File: config.mk
export PLATFORM = sky130hd
export DESIGN_NAME = tcp_access
export DESIGN_NICKNAME = d
export VERILOG_FILES = /design/src/tcp_pkg.sv /design/src/tcp_counter.sv /design/src/tcp_access.sv
export SDC_FILE = /design/constraint.sdc
export NUM_CORES = 2
export LEC_CHECK = 0
export BUFFER_PORTS_ARGS = -buffer_cell sky130_fd_sc_hd__buf_2
export CAP_MARGIN = 25
export CORE_AREA = 8 8 267 269
export CTS_CLUSTER_DIAMETER = 120
export DETAILED_ROUTE_END_ITERATION = 6
export DIE_AREA = 0 0 275 277
export HOLD_SLACK_MARGIN = 0.1
export PLACE_DENSITY_LB_ADDON = 0.12
export SLEW_MARGIN = 0
export SYNTH_ARGS = -nofsm -noshare
export SYNTH_HDL_FRONTEND = slang
export SYNTH_SLANG_ARGS = --single-unit
File: constraint.sdc
create_clock -name clk_sys_i -period 3.46 [get_ports clk_sys_i]
set_clock_uncertainty 0.05 [all_clocks]
set_input_delay 0.173 -clock clk_sys_i [delete_from_list [all_inputs] [get_ports clk_sys_i]]
set_output_delay 0.173 -clock clk_sys_i [all_outputs]
set_load 0.02 [all_outputs]
File: src/tcp_pkg.sv
// shared constants and helpers of the timing controller host access block
package tcp_pkg;
  localparam int CNT_N = 5;
  // data pointer group and element codes
  localparam logic [2:0] GRP_FIRST = 3'h1;
  localparam logic [2:0] GRP_LAST = 3'h5;
  localparam logic [2:0] GRP_CTRL = 3'h7;
  localparam logic [1:0] EL_MODE = 2'h0;
  localparam logic [1:0] EL_LOAD = 2'h1;
  localparam logic [1:0] EL_HOLD = 2'h2;
  localparam logic [1:0] EL_LAST = 2'h3;
  localparam logic [1:0] EL_ALM1 = 2'h0;
  localparam logic [1:0] EL_ALM2 = 2'h1;
  localparam logic [1:0] EL_MMODE = 2'h2;
  // master mode bit positions and reset value
  localparam int MM_TOD = 0;
  localparam int MM_CMP1 = 2;
  localparam int MM_CMP2 = 3;
  localparam int MM_BUS16 = 13;
  localparam int MM_SEQ_DIS = 14;
  localparam logic [15:0] MM_RST = 16'h0000;
  // command bytes and opcodes (opcode is command bits 7:5)
  localparam logic [7:0] CMD_MRESET = 8'hff;
  localparam logic [7:0] CMD_SEQ_ON = 8'he0;
  localparam logic [7:0] CMD_SEQ_OFF = 8'he8;
  localparam logic [7:0] CMD_BUS8 = 8'he1;
  localparam logic [7:0] CMD_BUS16 = 8'he9;
  localparam logic [2:0] OP_LDPTR = 3'h0;
  localparam logic [2:0] OP_ARM = 3'h1;
  localparam logic [2:0] OP_LOAD = 3'h2;
  localparam logic [2:0] OP_SAVE = 3'h5;
  localparam logic [2:0] OP_DISARM = 3'h6;
  // counter mode fields
  localparam int CM_GATE = 13;
  localparam int CM_SPOL = 12;
  localparam int CM_SRC = 8;
  localparam int CM_ALT = 6;
  localparam int CM_BCD = 4;
  localparam int CM_UP = 3;
  localparam int CM_OUT = 0;
  localparam logic [2:0] OUT_HI = 3'h1;
  localparam logic [2:0] OUT_TGL = 3'h2;
  localparam logic [2:0] OUT_LO = 3'h5;
  localparam logic [15:0] WORD_RST = 16'h0000;
  localparam logic [15:0] BCD_MAX = 16'h9999;
  localparam logic [15:0] BIN_MAX = 16'hffff;
  // timing counts: internal tick every 16 clocks, time-of-day prescale last values
  localparam logic [3:0] TICK_LAST = 4'hf;
  localparam logic [3:0] TOD_LAST50 = 4'h4;
  localparam logic [3:0] TOD_LAST60 = 4'h5;
  localparam logic [3:0] TOD_LAST100 = 4'h9;

  function automatic logic [15:0] tcp_merge(input logic [15:0] old, input logic [15:0] w,
                                            input logic lo, input logic hi);
    return {hi ? w[15:8] : old[15:8], lo ? w[7:0] : old[7:0]};
  endfunction
endpackage

File: src/tcp_counter.sv
// one counter group: mode, load and hold registers around a counting core
`timescale 1ns/1ps
module tcp_counter
  import tcp_pkg::*;
(
  // clock and reset
  input wire logic clk_sys_i,
  input wire logic rst_b_i,
  // register writes
  input wire logic [1:0] wr_elem_i,
  input wire logic wr_lo_i,
  input wire logic wr_hi_i,
  input wire logic [15:0] wdata_i,
  // software commands
  input wire logic arm_i,
  input wire logic disarm_i,
  input wire logic load_i,
  input wire logic save_i,
  // sources and gates
  input wire logic [15:0] src_i,
  input wire logic [4:0] gate_i,
  // state
  output logic [15:0] mode_o,
  output logic [15:0] load_o,
  output logic [15:0] hold_o,
  output logic [15:0] count_o,
  output logic tc_o,
  output logic out_o,
  output logic out_en_o
);
  typedef struct packed {
    logic [15:0] mode;
    logic [15:0] load;
    logic [15:0] hold;
    logic [15:0] count;
    logic armed;
    logic src_prev;
    logic alt;
    logic tgl;
    logic tc;
    logic out;
    logic out_en;
  } tcp_cnt_s;
  tcp_cnt_s q, d;

  function automatic logic [15:0] tcp_bcd_step(input logic [15:0] v, input logic up);
    logic [15:0] r;
    logic c;
    logic [3:0] dg;
    r = v;
    c = 1'b1;
    for (int i = 0; i < 4; i++) begin
      dg = v[4*i +: 4];
      if (c && up) begin
        c = (dg == 4'h9);
        dg = c ? 4'h0 : dg + 4'h1;
      end else if (c) begin
        c = (dg == 4'h0);
        dg = c ? 4'h9 : dg - 4'h1;
      end
      r[4*i +: 4] = dg;
    end
    return r;
  endfunction

  logic sel_src, step_en, at_tc, up, bcd;
  logic [7:0] gate_ext;
  logic [15:0] nxt, reload;

  always_comb begin
    d = q;
    d.tc = 1'b0;
    case (wr_elem_i)
      EL_MODE: d.mode = tcp_merge(q.mode, wdata_i, wr_lo_i, wr_hi_i);
      EL_LOAD: d.load = tcp_merge(q.load, wdata_i, wr_lo_i, wr_hi_i);
      default: d.hold = tcp_merge(q.hold, wdata_i, wr_lo_i, wr_hi_i);
    endcase
    // any of 16 sources, either polarity; codes 0, 6 and 7 leave the gate open
    sel_src = src_i[q.mode[CM_SRC +: 4]] ^ q.mode[CM_SPOL];
    gate_ext = {2'b11, gate_i, 1'b1};
    d.src_prev = sel_src;
    step_en = q.armed && gate_ext[q.mode[CM_GATE +: 3]] && sel_src && !q.src_prev;
    up = q.mode[CM_UP];
    bcd = q.mode[CM_BCD];
    at_tc = up ? (q.count == (bcd ? BCD_MAX : BIN_MAX)) : (q.count == 16'h0001);
    nxt = bcd ? tcp_bcd_step(q.count, up) : (up ? q.count + 16'h0001 : q.count - 16'h0001);
    reload = (q.mode[CM_ALT] && q.alt) ? q.hold : q.load;
    if (step_en && at_tc) begin
      d.count = reload;
      d.alt = !q.alt;
      d.tc = 1'b1;
      d.tgl = !q.tgl;
    end else if (step_en) begin
      d.count = nxt;
    end
    if (load_i) begin
      d.count = q.load;
    end
    // capture leaves counting untouched
    if (save_i) begin
      d.hold = q.count;
    end
    if (arm_i) begin
      d.armed = 1'b1;
    end else if (disarm_i) begin
      d.armed = 1'b0;
    end
    d.out_en = 1'b1;
    case (d.mode[CM_OUT +: 3])
      OUT_HI: d.out = d.tc;
      OUT_LO: d.out = !d.tc;
      OUT_TGL: d.out = d.tgl;
      default: begin
        d.out = 1'b0;
        d.out_en = 1'b0;
      end
    endcase
  end

  always_ff @(posedge clk_sys_i or negedge rst_b_i) begin
    if (!rst_b_i) begin
      q <= '0;
    end else begin
      q <= d;
    end
  end

  assign mode_o = q.mode;
  assign load_o = q.load;
  assign hold_o = q.hold;
  assign count_o = q.count;
  assign tc_o = q.tc;
  assign out_o = q.out;
  assign out_en_o = q.out_en;
endmodule // tcp_counter

File: src/tcp_access.sv
// host access and five counter groups of the timing controller
`timescale 1ns/1ps
module tcp_access
  import tcp_pkg::*;
(
  // clock and reset
  input wire logic clk_sys_i,
  input wire logic rst_b_i,
  // host bus
  input wire logic host_ctrl_sel_i,
  input wire logic host_rd_i,
  input wire logic host_wr_i,
  input wire logic [15:0] host_data_lines_i,
  output logic [15:0] host_data_lines_o,
  output logic host_data_lines_oe_o,
  // counter pins
  input wire logic [4:0] src_i,
  input wire logic [4:0] gate_i,
  output logic [4:0] cnt_out_o,
  output logic [4:0] cnt_out_oe_o,
  // configuration view
  output logic bus_16bit_o,
  output logic sequencing_disable_bit_o,
  output logic [2:0] ptr_group_o,
  output logic [1:0] ptr_element_o,
  output logic byte_ptr_o
);
  typedef struct packed {
    logic [1:0] elem;
    logic [2:0] grp;
    logic bptr;
    logic [15:0] mm;
    logic [15:0] alm1;
    logic [15:0] alm2;
    logic [15:0] pf;
    logic pf_pend;
    logic [15:0] dout;
    logic doe;
    logic [3:0] div;
    logic tick;
    logic [3:0] tod;
    logic tod_tick;
    logic src0_prev;
    logic [4:0] pin;
    logic [4:0] pin_en;
  } tcp_acc_s;
  tcp_acc_s q, d;

  logic data_acc, data_wr, ctrl_wr, bus16, seq_dis, lo, hi;
  logic [7:0] cmd, status_w;
  logic [15:0] rd_mux, wdat;
  logic [2:0] gi, grp_inc, n_grp;
  logic [1:0] n_elem;
  logic n_bptr;
  logic [3:0] tod_last;
  logic [4:0] c_lo, c_hi, c_arm, c_dis, c_load, c_save;
  logic [15:0] c_mode [CNT_N];
  logic [15:0] c_load_r [CNT_N];
  logic [15:0] c_hold [CNT_N];
  logic [15:0] c_count [CNT_N];
  logic [15:0] c_src [CNT_N];
  logic [4:0] c_tc, c_out, c_en;

  assign bus16 = q.mm[MM_BUS16];
  assign seq_dis = q.mm[MM_SEQ_DIS];
  // the select line splits the bus into its two locations
  assign data_acc = (host_rd_i || host_wr_i) && !host_ctrl_sel_i;
  assign data_wr = host_wr_i && !host_ctrl_sel_i;
  assign ctrl_wr = host_wr_i && host_ctrl_sel_i;
  // only the low byte carries the command, so both bus widths decode alike
  assign cmd = host_data_lines_i[7:0];
  assign status_w = {2'b00, q.pin, q.bptr};
  assign gi = q.grp - GRP_FIRST;
  assign grp_inc = (q.grp == GRP_LAST) ? GRP_FIRST : q.grp + 3'h1;
  // bytes travel on the low lines and fill both lanes
  assign wdat = bus16 ? host_data_lines_i : {2{host_data_lines_i[7:0]}};
  assign lo = data_wr && (bus16 || !q.bptr);
  assign hi = data_wr && (bus16 || q.bptr);

  // register addressed by the pointer
  always_comb begin
    rd_mux = WORD_RST;
    if (q.grp == GRP_CTRL) begin
      case (q.elem)
        EL_ALM1: rd_mux = q.alm1;
        EL_ALM2: rd_mux = q.alm2;
        EL_MMODE: rd_mux = q.mm;
        default: rd_mux = {8'h00, status_w};
      endcase
    end else begin
      case (q.elem)
        EL_MODE: rd_mux = c_mode[gi];
        EL_LOAD: rd_mux = c_load_r[gi];
        default: rd_mux = c_hold[gi];
      endcase
    end
  end

  // pointer after a data transfer
  always_comb begin
    n_elem = q.elem;
    n_grp = q.grp;
    n_bptr = q.bptr;
    if (seq_dis) begin
      n_bptr = q.bptr;
    end else if (!bus16 && !q.bptr) begin
      n_bptr = 1'b1;
    end else begin
      n_bptr = 1'b0;
      if (q.grp == GRP_CTRL) begin
        if (q.elem != EL_LAST) begin
          n_elem = (q.elem == EL_HOLD) ? EL_MODE : q.elem + 2'h1;
        end
      end else if (q.elem == EL_LAST) begin
        n_grp = grp_inc;
      end else if (q.elem == EL_HOLD) begin
        n_elem = EL_MODE;
        n_grp = grp_inc;
      end else begin
        n_elem = q.elem + 2'h1;
      end
    end
  end

  always_comb begin
    d = q;
    d.doe = 1'b0;
    d.tick = 1'b0;
    d.tod_tick = 1'b0;
    c_lo = 5'h00;
    c_hi = 5'h00;
    c_arm = 5'h00;
    c_dis = 5'h00;
    c_load = 5'h00;
    c_save = 5'h00;
    // internal rate as a one-cycle enable
    d.div = q.div + 4'h1;
    if (q.div == TICK_LAST) begin
      d.div = 4'h0;
      d.tick = 1'b1;
    end
    // real-time input on source pin 1, scaled to a 10 Hz tick
    case (q.mm[MM_TOD +: 2])
      2'h1: tod_last = TOD_LAST50;
      2'h2: tod_last = TOD_LAST60;
      default: tod_last = TOD_LAST100;
    endcase
    d.src0_prev = src_i[0];
    if (q.mm[MM_TOD +: 2] != 2'h0 && src_i[0] && !q.src0_prev) begin
      d.tod = q.tod + 4'h1;
      if (q.tod == tod_last) begin
        d.tod = 4'h0;
        d.tod_tick = 1'b1;
      end
    end
    // prefetch one cycle after the pointer moves, so a fresh write is seen
    if (q.pf_pend) begin
      d.pf = rd_mux;
      d.pf_pend = 1'b0;
    end
    if (host_rd_i) begin
      d.doe = 1'b1;
      if (host_ctrl_sel_i) begin
        d.dout = {8'h00, status_w};
      end else if (bus16) begin
        d.dout = q.pf;
      end else begin
        d.dout = {8'h00, q.bptr ? q.pf[15:8] : q.pf[7:0]};
      end
    end
    if (data_wr && q.grp == GRP_CTRL) begin
      case (q.elem)
        EL_ALM1: d.alm1 = tcp_merge(q.alm1, wdat, lo, hi);
        EL_ALM2: d.alm2 = tcp_merge(q.alm2, wdat, lo, hi);
        EL_MMODE: d.mm = tcp_merge(q.mm, wdat, lo, hi);
        default: d.mm = q.mm;
      endcase
    end else begin
      c_lo = lo ? 5'h01 << gi : 5'h00;
      c_hi = hi ? 5'h01 << gi : 5'h00;
    end
    if (data_acc) begin
      d.elem = n_elem;
      d.grp = n_grp;
      d.bptr = n_bptr;
      d.pf_pend = 1'b1;
    end
    if (ctrl_wr) begin
      case (cmd)
        CMD_MRESET: d.mm = MM_RST;
        CMD_SEQ_OFF: d.mm[MM_SEQ_DIS] = 1'b1;
        CMD_SEQ_ON: d.mm[MM_SEQ_DIS] = 1'b0;
        CMD_BUS16: d.mm[MM_BUS16] = 1'b1;
        CMD_BUS8: d.mm[MM_BUS16] = 1'b0;
        default: begin
          case (cmd[7:5])
            OP_LDPTR: begin
              if (cmd[2:0] == GRP_CTRL || (cmd[2:0] >= GRP_FIRST && cmd[2:0] <= GRP_LAST)) begin
                d.grp = cmd[2:0];
                d.elem = cmd[4:3];
                d.bptr = 1'b0;
                d.pf_pend = 1'b1;
              end
            end
            OP_ARM: c_arm = cmd[4:0];
            OP_DISARM: c_dis = cmd[4:0];
            OP_LOAD: c_load = cmd[4:0];
            OP_SAVE: c_save = cmd[4:0];
            default: c_save = 5'h00;
          endcase
        end
      endcase
    end
    // comparators replace the counter output on the first two pins
    for (int i = 0; i < CNT_N; i++) begin
      d.pin[i] = c_out[i];
      d.pin_en[i] = c_en[i];
    end
    if (q.mm[MM_CMP1]) begin
      d.pin[0] = (c_count[0] == q.alm1) ^ c_mode[0][CM_OUT + 2];
      d.pin_en[0] = 1'b1;
    end
    if (q.mm[MM_CMP2]) begin
      d.pin[1] = (c_count[1] == q.alm2) ^ c_mode[1][CM_OUT + 2];
      d.pin_en[1] = 1'b1;
    end
  end

  always_ff @(posedge clk_sys_i or negedge rst_b_i) begin
    if (!rst_b_i) begin
      q <= '0;
      q.grp <= GRP_FIRST;
    end else begin
      q <= d;
    end
  end

  // source map: pins, gates, previous counter, internal tick, time-of-day tick
  for (genvar i = 0; i < CNT_N; i++) begin : g_cnt
    assign c_src[i] = {q.tod_tick, {4{q.tick}}, c_tc[(i + 4) % CNT_N], gate_i, src_i};
    tcp_counter u_cnt (
      .clk_sys_i(clk_sys_i),
      .rst_b_i(rst_b_i),
      .wr_elem_i(q.elem),
      .wr_lo_i(c_lo[i]),
      .wr_hi_i(c_hi[i]),
      .wdata_i(wdat),
      .arm_i(c_arm[i]),
      .disarm_i(c_dis[i]),
      .load_i(c_load[i]),
      .save_i(c_save[i]),
      .src_i(c_src[i]),
      .gate_i(gate_i),
      .mode_o(c_mode[i]),
      .load_o(c_load_r[i]),
      .hold_o(c_hold[i]),
      .count_o(c_count[i]),
      .tc_o(c_tc[i]),
      .out_o(c_out[i]),
      .out_en_o(c_en[i])
    );
  end

  assign host_data_lines_o = q.dout;
  assign host_data_lines_oe_o = q.doe;
  assign cnt_out_o = q.pin;
  assign cnt_out_oe_o = q.pin_en;
  assign bus_16bit_o = q.mm[MM_BUS16];
  assign sequencing_disable_bit_o = q.mm[MM_SEQ_DIS];
  assign ptr_group_o = q.grp;
  assign ptr_element_o = q.elem;
  assign byte_ptr_o = q.bptr;
endmodule // tcp_access

=== Word-level counts from Yosys, hierarchy flattened ===
Index checks and enable logic that the tools add are counted.

* Reduce and logical (&&, ||, !) cells: 179
* Add/subtract/negate cells: 55
* Bitwise gates (word level): 8
* Equal/unequal tests: 87
* Shifts and indexed selects: 1
* $lt $le $gt $ge: 13
* Multiplexer cells: 294

{| class="wikitable"
|+ Operators by type and width
! kind !! number
|-
| 16-bit two-way mux || 53
|-
| 4-bit two-way mux || 75
|-
| 16-bit binary-select mux with 3-bit select || 3
|-
| 8-bit two-way mux || 17
|-
| 16-bit equality test || 7
|-
| 5-bit two-way mux || 18
|-
| 2-bit AND reduction || 45
|-
| 4-bit by 1-bit adder with 4-bit output, second input constant || 22
|-
| 4-bit equality test, second input constant || 21
|-
| 16-bit by 1-bit adder with 16-bit output, second input constant || 5
|-
| 16-bit by 1-bit equality test with 1-bit output, second input constant || 5
|-
| 4-bit zero test || 20
|-
| 16-bit by 1-bit subtractor with 16-bit output, second input constant || 5
|-
| 4-bit by 1-bit subtractor with 4-bit output, second input constant || 20
|-
| 15-bit two-way mux || 5
|-
| 5-bit != test, second input constant || 15
|-
| 1-bit two-way mux || 69
|-
| 1-bit logical AND || 50
|-
| 3-bit two-way mux || 16
|-
| 48-bit two-way mux || 1
|-
| 16-bit one-hot mux with 3 select lines || 1
|-
| 8-bit equality test, second input constant || 5
|-
| 16-bit one-hot mux with 2 select lines || 1
|-
| 2-bit nonzero test || 16
|-
| other kinds (37) || 142
|}

* Output and inout bits: 35
* Word-level logic and storage cells: 746
* Bits of input ports: 31
* Flip-flop bits (word level): 464

=== Depth between registers and ports, before layout ===
* Word-level depth: 12
* Gate-level depth with buffers: 13
* Mapped depth without buffers: 10

=== Hierarchy ===
From an unflattened synthesis, not the netlist that was laid out.

* Cell total of the unflattened synthesis: 3,881
* Area, all modules: 35,023.6 µm²

{| class="wikitable"
|+ Modules (own cells, without submodules)
! module !! cells an instance !! times used !! sequential area each (µm²) !! area an instance (µm²)
|-
| tcp_counter (g_cnt[2].u_cnt ...) || 600 || 2 || 1,776.7 || 5,380.2
|-
| tcp_access || 899 || 1 || 2,728.9 || 8,110.3
|-
| tcp_counter (g_cnt[0].u_cnt) || 612 || 1 || 1,776.7 || 5,511.5
|-
| tcp_counter (g_cnt[1].u_cnt) || 595 || 1 || 1,776.7 || 5,403.9
|-
| tcp_counter (g_cnt[4].u_cnt) || 575 || 1 || 1,776.7 || 5,237.5
|}

=== Worst setup path before layout ===
OpenSTA, ideal clock, no wires.

* Path kind: register to register
* Start: reg q (netlist bit ptr_group_o[0])
* End: reg g_cnt[4].u_cnt.q (netlist bit g_cnt[4].u_cnt.hold_o[0])
* Data required time: 3.284 ns
* Stages on the path, launching flop included: 12
* Buffers on the path: 5
* Clock period less this slack: 3.828 ns
* Setup slack: -0.368 ns
* Data arrival time: 3.652 ns
* Library setup time: 0.126 ns
* Cells stage by stage: dfstp_2 > clkbuf_1 > clkbuf_1 > inv_1 > clkbuf_1 > ha_1 > xnor2_1 > clkbuf_1 > buf_1 > nor3_1 > nor2_1 > a221o_1

* Longest elaborated chain between the ends: 6
* Elaborated cells on any way between the ends: 8
* Classes of those cells: 1 x add/sub; 1 x eq/ne; 1 x shift; 2 x mux; 3 x reduce/logical

{| class="wikitable"
|+ Ends and longest elaborated chain
! item !! line !! RTL
|-
| from (decl) || tcp_access.sv:47 || <nowiki>tcp_acc_s q, d;</nowiki>
|-
| 3-bit by 1-bit subtractor with 3-bit output || tcp_access.sv:73 || <nowiki>assign gi = q.grp - GRP_FIRST;</nowiki>
|-
| 1-bit by 3-bit left shift with 5-bit output || tcp_access.sv:179 || <nowiki>c_lo = lo ? 5'h01 << gi : 5'h00;</nowiki>
|-
| 5-bit two-way mux || tcp_access.sv:179 ||
|-
| 5-bit two-way mux (*) || tcp_access.sv:171 || <nowiki>if (data_wr && q.grp == GRP_CTRL) begin</nowiki>
|-
| 2-bit nonzero test (no source line) (*) || - ||
|-
| 2-bit AND reduction (no source line) (*) || - ||
|-
| to (signal assigned) || tcp_counter.sv:122 || <nowiki>q <= '0;</nowiki>
|-
| to (signal assigned) || tcp_counter.sv:124 || <nowiki>q <= d;</nowiki>
|-
| to (decl) || tcp_counter.sv:44 || <nowiki>tcp_cnt_s q, d;</nowiki>
|}

Every way passes the cells marked *; elsewhere a longest branch is shown, timed or not.
A chain may end at the register's enable or synchronous reset.

=== Final worst setup path ===
* Start: reg g_cnt[0].u_cnt.q (netlist bit g_cnt[0].u_cnt.count_o[7])
* End: reg g_cnt[0].u_cnt.q (netlist bit g_cnt[0].u_cnt.count_o[11])

* Longest elaborated chain between the ends: 9
* Elaborated cells on any way between the ends: 20
* Classes of those cells: 2 x add/sub; 4 x eq/ne; 9 x mux; 5 x reduce/logical

{| class="wikitable"
|+ Ends and longest elaborated chain
! item !! line
|-
| from (decl) || tcp_counter.sv:44
|-
| from (signal assigned) || tcp_counter.sv:122
|-
| from (signal assigned) || tcp_counter.sv:124
|-
| parallel branches: the longest is 9 deep, another holds 16-bit by 1-bit subtractor with 16-bit output || -
|}

Parallel ways; which one is timed is not known. The select of a mux whose other input is x is not followed.

==> flow_summary.json <==
{
  "worst_slew_pin_slew_ps": 1080,
  "holdCritPathClass": "in -> async",
  "setup_total_negative_slack_ps": 0,
  "synth-edff-count": 0,
  "vias_in_the_first_global_route": 27700,
  "grt_overflow_total": 0,
  "syn_area_per_cell_sq_um": 8.55,
  "power_mw": 31.5,
  "post_layout_inst_area_sq_um": 34700,
  "peakVddDrop_mv": 0.559,
  "critical_path.reg2reg.startpoint": "g_cnt[0].u_cnt.count_o[7]",
  "die_w_microns": 275,
  "placed_cell_area_sq_um": 32900,
  "ys_async_sr_fraction_pct": 100,
  "die-height_microns": 277,
  "count_of_vias_placed_by_the_detailed_router": 29600,
  "detailedRoute.firstIterationViolations": 3610,
  "drt-pass1-iter-count": 7,
  "floorplan.rows": 95,
  "cellLeakagePower_nw": 14.8,
  "critPathRequiredTime_ps": 3930,
  "timing.fmax_ghz": 0.297,
  "cts-htree-levels": 2,
  "worstSetupStartpointType": "flop",
  "cts_made_buffers": 53,
  "reg2regPathDepth": 9,
  "core_sq_um": 66800,
  "numPlacedInstances": 4453,
  "tritoncts_clock_tree": "yes",
  "synth_cell_type_count": 88,
  "grt_first_pass_wirelength_microns": 178000,
  "r2r-end": "g_cnt[0].u_cnt.count_o[11]",
  "number_of_warnings_issued_by_yosys": 0,
  "die-area_sq_um": 76200,
  "timing.critical_path.to_type": "flop",
  "drc": 1,
  "grtUsageTotal_pct": 29.9,
  "placer_s_final_routability_congestion_estimate": 0.942,
  "maxSlewHeadroom_pct": 27.8,
  "final-instance-count-excl-fill": 4551,
  "top_level_ports": 66,
  "timing.setup.critical_path_class": "reg -> reg",
  "outcome": "finished, violations left",
  "finalWorstPathRequiredPeriod_ps": 3370,
  "layout-area-overhead-vs-synth_pct": 11.7,
  "timing.critical_path.arrival_ps": 3840,
  "timing.critical_path.fanout_max": 13,
  "synth.net_count": 3704,
  "worst_skew_pair.late_latency_ps": 610,
  "final.period_utilization_pct": 97.3,
  "ys_ff_latch": 464,
  "dominantRegCellSynth": "sky130_fd_sc_hd__dfrtp_1",
  "detailedPlacementHpwl_microns": 85900,
  "finalCoreUtilization_pct": 52.0,
  "slew_violations": 0,
  "power-per-cell-area_nw_per_um2": 906,
  "setup_viol_count_final": 0,
  "violations": "design-rule violations",
  "worst_setup_hold_path_clk_slew_ps": 60,
  "synth-seq-area-share_pct": 37.3,
  "num-nets-final": 3712,
  "most-common-layout-cells": "sky130_fd_sc_hd__dfrtp_1, sky130_fd_sc_hd__nand2_1, sky130_fd_sc_hd__nor2_1",
  "detail_route.wirelength_microns": 117000,
  "final_layout_size_suffix_gt1_share_pct": 16.1,
  "worst-r2r-setup-slack_ps": 90,
  "diodes_inserted": 0,
  "drv_cap": 0,
  "clkSinkCount": 464,
  "pin_count_of_the_biggest_net_entering_global_routing": 103,
  "syn-instance-count": 3636,
  "grt_antenna_before_repair": 1,
  "post_detailed_route_via_to_cell_ratio": 6.50,
  "netlist_area_sq_um": 31100,
  "post_drt_wl_per_cell_microns": 25.8,
  "detail-route-antenna-nets": 0,
  "finalHoldViolCount": 0,
  "io_buffer_count": 65,
  "clk_path_buf_depth": 3,
  "cts-root-buf": "sky130_fd_sc_hd__clkbuf_16",
  "initial_utilization_pct": 46.6,
  "final_common_cell": "sky130_fd_sc_hd__dfrtp_1"
}
timing repair:
item,in CTS,in global routing
endpoints found under the setup margin,4,24
buffers inserted,0,0
hold buffers,9,0
hold endpoints to repair,100,0
gates resized for setup,1,5
worst max-delay path by stage:
stage	start	end	slack [ps]
final	g_cnt[0].u_cnt.count_o[7]	g_cnt[0].u_cnt.count_o[11]	90
after global routing	g_cnt[4].u_cnt.count_o[1]	g_cnt[4].u_cnt.count_o[5]	-20
after CTS	g_cnt[3].u_cnt.mode_o[8]	g_cnt[3].u_cnt.count_o[12]	30
after detailed placement	g_cnt[0].u_cnt.mode_o[9]	g_cnt[0].u_cnt.count_o[6]	-20
after global placement	g_cnt[0].u_cnt.mode_o[9]	g_cnt[0].u_cnt.count_o[6]	70
after floorplan	ptr_group_o[0]	g_cnt[4].u_cnt.out_o	100
where the power goes:
group | internal [mW] | switching [mW] | total (mW)
logic | 6.24 | 9.69 | 15.9
clock network | 3.34 | 2.37 | 5.71
registers | 7.26 | 2.57 | 9.82
registers in the layout, summed over array words and instances (netlist names):
signal                    cells
g_cnt.u_cnt.tc_o              5
g_cnt.u_cnt.out_en_o          5
g_cnt.u_cnt.q                20
c_src                         2
cnt_out_oe_o                  5
ptr_group_o                   3
g_cnt.u_cnt.load_o           80
sequencing_disable_bit_o      1
cnt_out_o                     5
bus_16bit_o                   1
q                            72
byte_ptr_o                    1
g_cnt.u_cnt.hold_o           80
ptr_element_o                 2
g_cnt.u_cnt.out_o             5
host_data_lines_o            16
g_cnt.u_cnt.count_o          80
g_cnt.u_cnt.mode_o           80
host_data_lines_oe_o          1
per-layer routing:
metal	global-route usage (%)	wire (microns)
met5	0	13
met4	8.57	3540
met3	5.08	10400
met2	44.6	51100
met1	44.1	52200
area by class of cell:
type	count	area, sq um
Clock buffer	70	1510
Clock inverter	19	210
Fill cell	6240	32100
Inverter	106	398
Multi-Input combinational cell	2731	17800
Sequential cell	464	11600
Tap cell	873	1090
Timing Repair Buffer	288	2120
worst max-delay path: stages, from the launching register on:
cell,delay (ps)
sky130_fd_sc_hd__dfrtp_1,370
sky130_fd_sc_hd__or4_4,590
sky130_fd_sc_hd__or4_1,540
sky130_fd_sc_hd__or3_1,370
sky130_fd_sc_hd__and2_2,260
sky130_fd_sc_hd__a211oi_4,210
sky130_fd_sc_hd__buf_4,230
sky130_fd_sc_hd__a21oi_2,190
sky130_fd_sc_hd__o21ai_0,250
sky130_fd_sc_hd__a2bb2oi_1,200
through the flow:
stage / hold slack (ps) / worst slack [ps]
after detailed placement: 235 / -17.7
after CTS: 102 / 28.1
final: 112 / 92.4
after global routing: 130 / -21.8
after global placement: 222 / 67.0
after floorplan: -173 / 102
cells by family (layout without fill, tap and decap cells):
kind of cell | Yosys count | count (layout) | synth area share [%]
buffers and inverters | 441 | 483 | 5.80
AND/OR/NAND/NOR | 1256 | 1256 | 19.5
flip-flops | 464 | 464 | 37.3
AO/OA/AOI/OAI | 989 | 989 | 20.8
multiplexers | 318 | 318 | 11.3
XOR/XNOR | 131 | 131 | 3.71
adder cells (fa/ha/maj) | 37 | 37 | 1.49
synth_stat cells (31+ instances only):
library cell	instances	area share, %
sky130_fd_sc_hd__inv_1	103	1.2
sky130_fd_sc_hd__nor3_1	78	1.3
sky130_fd_sc_hd__nor4_1	40	0.80
sky130_fd_sc_hd__xor2_1	33	0.93
sky130_fd_sc_hd__nand3_1	92	1.5
sky130_fd_sc_hd__mux2i_1	154	5.0
sky130_fd_sc_hd__a22oi_1	35	0.84
sky130_fd_sc_hd__mux2_2	153	5.5
sky130_fd_sc_hd__dfrtp_1	463	37
sky130_fd_sc_hd__ha_1	37	1.5
sky130_fd_sc_hd__a31oi_1	54	1.1
sky130_fd_sc_hd__a21oi_1	198	3.2
sky130_fd_sc_hd__or3_1	37	0.74
sky130_fd_sc_hd__buf_1	33	0.40
sky130_fd_sc_hd__o22ai_1	47	0.95
sky130_fd_sc_hd__nor2_1	307	3.7
sky130_fd_sc_hd__a221oi_1	39	1.1
sky130_fd_sc_hd__clkbuf_1	259	3.1
sky130_fd_sc_hd__xnor2_1	97	2.7
sky130_fd_sc_hd__nand4_1	67	1.3
sky130_fd_sc_hd__o21ai_0	282	4.5
sky130_fd_sc_hd__a221o_1	39	1.3
sky130_fd_sc_hd__buf_4	31	0.75
sky130_fd_sc_hd__nand2_1	415	5.0
Power figures use the tool's default switching activity.
